$ cat src/design/ptp_event_pkg.sv
// Purpose: Shared constants for the event-unit status and interrupt block
// Assumes: APB with 32-bit data, one word per register
// Notes: Offsets are byte addresses
package ptp_event_pkg;
    localparam int APB_ADDR_W = 12;
    localparam int NUM_TOU = 3;
    localparam int NUM_CAP = 2;

    localparam logic [11:0] OUT_STATUS_OFFSET = 12'h524;
    localparam logic [11:0] IRQ_STATUS_OFFSET = 12'h528;
    localparam logic [11:0] UNIT_CTRL_OFFSET = 12'h5C0;
    localparam logic [11:0] IRQ_MASK_OFFSET = 12'h5C4;

    // Output status layout
    localparam int LATE_LSB = 16;
    localparam int DONE_LSB = 0;
    // Irq status and mask layout
    localparam int TOU_IRQ_LSB = 16;
    localparam int CAP_IRQ_LSB = 0;
    // Unit control layout
    localparam int ALERT_EN_LSB = 0;
    localparam int ARM_LSB = 8;
    localparam int CAP_EN_LSB = 16;

    localparam logic [31:0] CTRL_RESET = 32'h0000_0000;
    localparam logic [31:0] MASK_RESET = 32'h0000_0000;
    localparam logic [31:0] RDATA_RESET = 32'h0000_0000;
    localparam logic [2:0] STICKY3_RESET = 3'h0;
    localparam logic [4:0] STICKY5_RESET = 5'h00;
endpackage

$ cat src/design/sticky_if.sv
// Purpose: Set, clear and value of one bank of sticky flags
// Assumes: Set and clear are same-clock one-cycle strobes
// Notes: Owner keeps the flags, user drives the strobes
`timescale 1ns/1ps
`default_nettype none
interface sticky_if #(parameter int W = 3);
    logic [W-1:0] set;
    logic [W-1:0] clr;
    logic [W-1:0] value;

    modport owner
    (
        input set,
        input clr,
        output value
    );
    modport user
    (
        output set,
        output clr,
        input value
    );
endinterface
`default_nettype wire

$ cat src/design/ptp_event_irq_status.sv
// Purpose: Status, arm and interrupt gathering for event output units
// Assumes: Event inputs are one-cycle pulses from core_clk logic
// Notes: APB answers with no wait state
`timescale 1ns/1ps
`default_nettype none
module ptp_event_irq_status
    import ptp_event_pkg::*;
#(
    parameter int ADDR_W = APB_ADDR_W
)
(
    input wire logic core_clk,
    input wire logic rst,
    input wire logic psel,
    input wire logic penable,
    input wire logic pwrite,
    input wire logic [ADDR_W-1:0] paddr,
    input wire logic [31:0] pwdata,
    output logic [31:0] prdata,
    output logic pready,
    output logic pslverr,
    input wire logic [NUM_TOU-1:0] target_late,
    input wire logic [NUM_TOU-1:0] out_fired,
    input wire logic [NUM_CAP-1:0] capture_evt,
    output logic [NUM_TOU-1:0] pulse_out_arm,
    output logic event_irq_summary,
    output logic irq
);
    typedef enum logic [1:0] {
        BUS_IDLE,
        BUS_SETUP,
        BUS_ACCESS
    } bus_state_t;

    bus_state_t bus_state_reg;
    bus_state_t bus_state_next;

    logic [31:0] ctrl_reg;
    logic [31:0] ctrl_next;
    logic [31:0] mask_reg;
    logic [31:0] mask_next;
    logic [31:0] prdata_reg;
    logic [31:0] prdata_next;
    logic summary_reg;
    logic summary_next;
    logic irq_reg;
    logic irq_next;

    logic hit_out_stat;
    logic hit_irq_stat;
    logic hit_ctrl;
    logic hit_mask;
    logic hit_any;
    logic setup_cycle;
    logic access_cycle;
    logic wr_out_stat;
    logic wr_irq_stat;
    logic wr_ctrl;
    logic wr_mask;
    logic rd_take;
    logic strobe_ok;

    logic [NUM_TOU-1:0] alert_en;
    logic [NUM_TOU-1:0] arm;
    logic [NUM_CAP-1:0] cap_en;
    logic [NUM_TOU+NUM_CAP-1:0] irq_mask;
    logic [NUM_TOU-1:0] tou_irq_now;
    logic [NUM_CAP-1:0] cap_irq_now;

    wire logic [NUM_TOU-1:0] late_set;
    wire logic [NUM_TOU-1:0] late_clr;
    wire logic [NUM_TOU-1:0] done_set;
    wire logic [NUM_TOU-1:0] done_clr;
    wire logic [NUM_TOU+NUM_CAP-1:0] irq_set;
    wire logic [NUM_TOU+NUM_CAP-1:0] irq_clr;

    sticky_if #(.W(NUM_TOU)) late_if ();
    sticky_if #(.W(NUM_TOU)) done_if ();
    sticky_if #(.W(NUM_TOU + NUM_CAP)) irq_if ();

    // Address decode on word address
    always_comb
    begin
        hit_out_stat = (paddr[ADDR_W-1:2] == OUT_STATUS_OFFSET[ADDR_W-1:2]);
        hit_irq_stat = (paddr[ADDR_W-1:2] == IRQ_STATUS_OFFSET[ADDR_W-1:2]);
        hit_ctrl = (paddr[ADDR_W-1:2] == UNIT_CTRL_OFFSET[ADDR_W-1:2]);
        hit_mask = (paddr[ADDR_W-1:2] == IRQ_MASK_OFFSET[ADDR_W-1:2]);
        hit_any = hit_out_stat | hit_irq_stat | hit_ctrl | hit_mask;
    end

    // Bus phase tracking
    always_comb
    begin
        bus_state_next = bus_state_reg;
        case (bus_state_reg)
            BUS_IDLE:
            begin
                if (psel && !penable)
                begin
                    bus_state_next = BUS_SETUP;
                end
            end
            BUS_SETUP:
            begin
                if (psel && penable)
                begin
                    bus_state_next = BUS_ACCESS;
                end
                else if (!psel)
                begin
                    bus_state_next = BUS_IDLE;
                end
            end
            BUS_ACCESS:
            begin
                if (psel && !penable)
                begin
                    bus_state_next = BUS_SETUP;
                end
                else
                begin
                    bus_state_next = BUS_IDLE;
                end
            end
            default:
            begin
                bus_state_next = BUS_IDLE;
            end
        endcase
    end

    always_ff @(posedge core_clk or posedge rst)
    begin
        if (rst)
        begin
            bus_state_reg <= BUS_IDLE;
        end
        else
        begin
            bus_state_reg <= bus_state_next;
        end
    end

    // Ready in the first access cycle; error on unmapped address
    always_comb
    begin
        setup_cycle = psel && !penable;
        access_cycle = psel && penable;
        pready = access_cycle;
        pslverr = access_cycle && !hit_any;
        rd_take = setup_cycle && !pwrite;
    end

    // Access right after a setup; a held access cannot write twice
    always_comb
    begin
        strobe_ok = access_cycle && (bus_state_reg == BUS_SETUP);
    end

    // Register write strobes, one per transfer
    always_comb
    begin
        wr_out_stat = strobe_ok && pwrite && hit_out_stat;
        wr_irq_stat = strobe_ok && pwrite && hit_irq_stat;
        wr_ctrl = strobe_ok && pwrite && hit_ctrl;
        wr_mask = strobe_ok && pwrite && hit_mask;
    end

    // Control field views
    always_comb
    begin
        alert_en = ctrl_reg[ALERT_EN_LSB +: NUM_TOU];
        arm = ctrl_reg[ARM_LSB +: NUM_TOU];
        cap_en = ctrl_reg[CAP_EN_LSB +: NUM_CAP];
        irq_mask = {mask_reg[TOU_IRQ_LSB +: NUM_TOU],
                    mask_reg[CAP_IRQ_LSB +: NUM_CAP]};
    end

    // Irq bank split into output and capture units
    always_comb
    begin
        tou_irq_now = irq_if.value[NUM_CAP +: NUM_TOU];
        cap_irq_now = irq_if.value[NUM_CAP-1:0];
    end

    // Per output unit set and clear strobes
    for (genvar i = 0; i < NUM_TOU; i++)
    begin : g_tou
        assign late_set[i] = alert_en[i] && target_late[i];
        // Disarming by a control write also drops a stale late flag
        assign late_clr[i] = (wr_out_stat && pwdata[LATE_LSB + i])
            || (wr_ctrl && !pwdata[ARM_LSB + i]);
        assign done_set[i] = alert_en[i] && out_fired[i];
        assign done_clr[i] = wr_out_stat && pwdata[DONE_LSB + i];
        // Unit irq gated by its own alert enable
        assign irq_set[NUM_CAP + i] = alert_en[i]
            && (target_late[i] || out_fired[i]);
        assign irq_clr[NUM_CAP + i] = wr_irq_stat
            && pwdata[TOU_IRQ_LSB + i];
    end

    // Per capture unit strobes
    for (genvar j = 0; j < NUM_CAP; j++)
    begin : g_cap
        assign irq_set[j] = cap_en[j] && capture_evt[j];
        assign irq_clr[j] = wr_irq_stat && pwdata[CAP_IRQ_LSB + j];
    end

    assign late_if.set = late_set;
    assign late_if.clr = late_clr;
    assign done_if.set = done_set;
    assign done_if.clr = done_clr;
    assign irq_if.set = irq_set;
    assign irq_if.clr = irq_clr;

    sticky_bank #(
        .W(NUM_TOU),
        .RESET_VALUE(STICKY3_RESET)
    ) u_late (
        .core_clk(core_clk),
        .rst(rst),
        .bank(late_if.owner)
    );

    sticky_bank #(
        .W(NUM_TOU),
        .RESET_VALUE(STICKY3_RESET)
    ) u_done (
        .core_clk(core_clk),
        .rst(rst),
        .bank(done_if.owner)
    );

    sticky_bank #(
        .W(NUM_TOU + NUM_CAP),
        .RESET_VALUE(STICKY5_RESET)
    ) u_irq (
        .core_clk(core_clk),
        .rst(rst),
        .bank(irq_if.owner)
    );

    // Control and mask registers
    always_comb
    begin
        ctrl_next = ctrl_reg;
        mask_next = mask_reg;
        if (wr_ctrl)
        begin
            ctrl_next = 32'h0000_0000;
            ctrl_next[ALERT_EN_LSB +: NUM_TOU] =
                pwdata[ALERT_EN_LSB +: NUM_TOU];
            ctrl_next[ARM_LSB +: NUM_TOU] = pwdata[ARM_LSB +: NUM_TOU];
            ctrl_next[CAP_EN_LSB +: NUM_CAP] = pwdata[CAP_EN_LSB +: NUM_CAP];
        end
        // Firing disarms the unit, even against a same-cycle write
        ctrl_next[ARM_LSB +: NUM_TOU] =
            ctrl_next[ARM_LSB +: NUM_TOU] & ~out_fired;
        if (wr_mask)
        begin
            mask_next = 32'h0000_0000;
            mask_next[TOU_IRQ_LSB +: NUM_TOU] =
                pwdata[TOU_IRQ_LSB +: NUM_TOU];
            mask_next[CAP_IRQ_LSB +: NUM_CAP] =
                pwdata[CAP_IRQ_LSB +: NUM_CAP];
        end
    end

    always_ff @(posedge core_clk or posedge rst)
    begin
        if (rst)
        begin
            ctrl_reg <= CTRL_RESET;
            mask_reg <= MASK_RESET;
        end
        else
        begin
            ctrl_reg <= ctrl_next;
            mask_reg <= mask_next;
        end
    end

    // Read data captured in the setup cycle; reserved bits zero
    always_comb
    begin
        prdata_next = prdata_reg;
        if (rd_take)
        begin
            prdata_next = 32'h0000_0000;
            if (hit_out_stat)
            begin
                prdata_next[LATE_LSB +: NUM_TOU] = late_if.value;
                prdata_next[DONE_LSB +: NUM_TOU] = done_if.value;
            end
            else if (hit_irq_stat)
            begin
                prdata_next[TOU_IRQ_LSB +: NUM_TOU] = tou_irq_now;
                prdata_next[CAP_IRQ_LSB +: NUM_CAP] = cap_irq_now;
            end
            else if (hit_ctrl)
            begin
                prdata_next = ctrl_reg;
            end
            else if (hit_mask)
            begin
                prdata_next = mask_reg;
            end
        end
    end

    // Summary and masked interrupt, both registered
    always_comb
    begin
        summary_next = |irq_if.value;
        irq_next = |(irq_if.value & irq_mask);
    end

    always_ff @(posedge core_clk or posedge rst)
    begin
        if (rst)
        begin
            prdata_reg <= RDATA_RESET;
            summary_reg <= 1'b0;
            irq_reg <= 1'b0;
        end
        else
        begin
            prdata_reg <= prdata_next;
            summary_reg <= summary_next;
            irq_reg <= irq_next;
        end
    end

    assign prdata = prdata_reg;
    assign pulse_out_arm = arm;
    assign event_irq_summary = summary_reg;
    assign irq = irq_reg;
endmodule
`default_nettype wire

$ cat src/design/sticky_bank.sv
// Purpose: Bank of sticky flags with write-one-to-clear
// Assumes: Strobes come from the core_clk domain
// Notes: A set in the same cycle as a clear wins
`timescale 1ns/1ps
`default_nettype none
module sticky_bank #(
    parameter int W = 3,
    parameter logic [W-1:0] RESET_VALUE = '0
)
(
    input wire logic core_clk,
    input wire logic rst,
    sticky_if.owner bank
);
    logic [W-1:0] flag_reg;
    logic [W-1:0] flag_next;

    always_comb
    begin
        flag_next = (flag_reg & ~bank.clr) | bank.set;
    end

    always_ff @(posedge core_clk or posedge rst)
    begin
        if (rst)
        begin
            flag_reg <= RESET_VALUE;
        end
        else
        begin
            flag_reg <= flag_next;
        end
    end

    assign bank.value = flag_reg;
endmodule
`default_nettype wire

$ cat config.mk
export PLATFORM = sky130hd
export DESIGN_NAME = ptp_event_irq_status
export DESIGN_NICKNAME = d
export VERILOG_FILES = /design/src/design/ptp_event_pkg.sv /design/src/design/sticky_if.sv /design/src/design/ptp_event_irq_status.sv /design/src/design/sticky_bank.sv
export SDC_FILE = /design/constraint.sdc
export NUM_CORES = 1
export LEC_CHECK = 0
export CAP_MARGIN = 10
export CORE_ASPECT_RATIO = 0.6
export CORE_MARGIN = 5
export CORE_UTILIZATION = 56
export CTS_CLUSTER_SIZE = 20
export DETAILED_ROUTE_END_ITERATION = 10
export DONT_BUFFER_PORTS = 1
export GPL_ROUTABILITY_DRIVEN = 0
export GPL_TIMING_DRIVEN = 0
export PLACE_DENSITY = 0.74
export SLEW_MARGIN = 25
export SYNTH_ARGS = -nofsm -noshare
export SYNTH_HDL_FRONTEND = slang
export SYNTH_SLANG_ARGS = --single-unit
$ cat constraint.sdc
create_clock -name core_clk -period 1.6 [get_ports core_clk]
set_clock_uncertainty 0.05 [all_clocks]
set_input_delay 0 -clock core_clk [delete_from_list [all_inputs] [get_ports core_clk]]
set_output_delay 0 -clock core_clk [all_outputs]
set_load 0.03 [all_outputs]
==> run metrics <==
Worst path max stage delay 370 ps; post-synth top area cell dfrtp_1; Worst path top cell family by delay simple AND/OR/NAND/NOR gates; layout cells sized above 1 24.8%; Worst setup EP type register; most common cell in the netlist dfrtp_1; status finished with violations; list of most frequent post-synthesis cells dfrtp_1 (37), buf_4 (27), nand2_1 (14); Max VDD drop 0.558 mV; Post-synth top flop dfrtp_1; total core area 3620 um2; CP bufs+invs 1; top cell type's share of synthesized area 44.8%; PortBufs 0; critical path class register to register; syn avg cell area 10.2 um2; fraction of registers with async set or reset after synthesis 100%; Lkg Pwr 0.00132 uW; WHS 25.3 ps; worst skew pair latency 290 ps; failing checks setup timing; startpoint types register; fin. max-slew vios 0; Final min period 1690 ps; layout net count 326; Gate Count Post-Synth 203; ANT nets after route 0; Tcrit/Tclk final 106%; worst path required time 1730 ps; hold crit path type input pin to register; Synth cell types 45; wire per inst 18.5 um; CTS Sinks 37; slack of the critical path -94.3 ps; top cells by area, synth dfrtp_1 (45%), buf_4 (9.8%), mux2_1 (5.4%); Yosys reg bits 37; post-synthesis sequential area ratio 44.8%; CTS buffer count 5; YS warnings 0; htree depth 2; pre-CTS WS -254 ps; Worst Tran Pin Value 780 ps; Die Area 5050 um2; Die X-Extent 88.5 um; Die Y 57.1 um; total wire length 5860 um; max reg flops 9; first-pass GRT wire length 8720 um; P per Cell Area 762 nW/um2; WP data arrival 1820 ps; final hold vios 0; routed vias/inst 5.65; CTS tree built; antenna violations before repair 0; initial DRC count 151; DRC violations left 0; final-report setup violation count 14; Post-Layout Cell Count 317; Max-cap violations 0; area grow syn2layout 31.7%; design area 2720 um2; Rows 17; Detail Placement HPWL 3880 um; via count 1791; slew margin rel. 47.9%; crit path max fanout 5; critical-path cell list and4b_2 -> and4_1 -> buf_6 -> nand3_4 -> mux2_1; Max Clock Freq 0.590 GHz; slowest CP cell dfrtp_1; GRT Residual Overflow 0; ant diodes 0; RSZ-0062 raised after global routing true; clock transition at the registers of the reported paths 70 ps; EDFF count, synth 0; CTS Buffer Depth 2; cell area after synthesis 2070 um2; placed inst area 2210 um2; first-pass iteration count of the detailed router 4; dpl cells 272; Initial Util 57.2%; Tot Pwr 2070 uW; vias in the first global route 1710; Tot GR Track Use 23.0%; maximum number of pins on one net before global-route repair 38; root buffer cell clkbuf_8; io pins 96
==> routing by layer <==
metal	track usage, %	vias to the layer above	wire (um)
met1	34.5	885	2560
met5	0	-	0
li1	-	819	-
met4	7.33	0	70
met3	5.48	9	561
met2	32.6	78	2660
==> placed cells by master (no fill, tap or decap), types with 5 or more instances in the layout <==
cell type	instances
mux2_4	8
dfrtp_1	37
and3_1	6
nor3_1	6
nand2b_1	7
a21oi_1	5
nand3_1	11
o21ai_0	13
nand2_1	14
a22o_1	8
conb_1	23
buf_4	37
clkbuf_8	6
dlygate4sd3_1	24
==> worst reg2reg max path: cells and delay by family, from the launching register on <==
kind	cells	cell delay (ps)
buffers and inverters	1	140
and+or+nand+nor	3	680
muxes	1	340
DFF	1	370
==> final cells by class <==
cell class	instances	area, um2
fill	259	892
clock inverter	1	30.0
timing repair buffer	37	354
tap	47	58.8
clock buffer	7	86.3
inverter	5	18.8
sequential	37	926
multi-input combinational	149	1010
buffer	34	238
==> kinds of logic (layout without fill, tap and decap cells) <==
family / Yosys count / after routing / synth area share, %
AOI/OAI and AO/OA: 47 / 47 / 16.1
other: 1 / 23 / 0.181
DFF: 37 / 37 / 44.8
muxes: 13 / 13 / 6.90
buffers and inverters: 39 / 84 / 12.2
and+or+nand+nor: 66 / 66 / 19.8
==> power by group <==
part           leakage [uW]  internal [uW]  switching [uW]
logic              0.000766            111             175
registers          0.000495            941            6.21
clock network     0.0000585            508             333
==> path summary, 6_finish.rpt <==
kind	slack (ps)	to	depth (start not counted)	start
max in group asynchronous	730	prdata[18]$_DFFE_PP0P_	2	rst
min in group asynchronous	270	event_irq_summary$_DFF_PP0_	2	rst
hold / removal	30	prdata[17]$_DFFE_PP0P_	4	paddr[7]
setup reg to reg	-90	mask_reg[18]$_DFFE_PP0P_	5	bus_state_reg[1]$_DFFE_PP0P_
setup / recovery	-90	mask_reg[18]$_DFFE_PP0P_	5	bus_state_reg[1]$_DFFE_PP0P_
hold reg to reg	400	bus_state_reg[0]$_DFFE_PP0P_	1	bus_state_reg[0]$_DFFE_PP0P_
==> metrics by stage <==
step                util (%)  setup TNS (ps)
floorplan                  -               0
global placement        61.1           -1750
detailed placement      61.1           -1810
CTS                     73.5            -122
global route            75.3           -1370
finish                  75.3            -639
==> repair_timing <==
item	4_1_cts	5_1_grt
hold buffers	24	0
endpoints found under the setup margin	13	18
hold endpoints to repair	65	0
pin swaps	3	3
buffers inserted	8	5
gates resized for setup	4	8
Power figures use the tool's default switching activity.
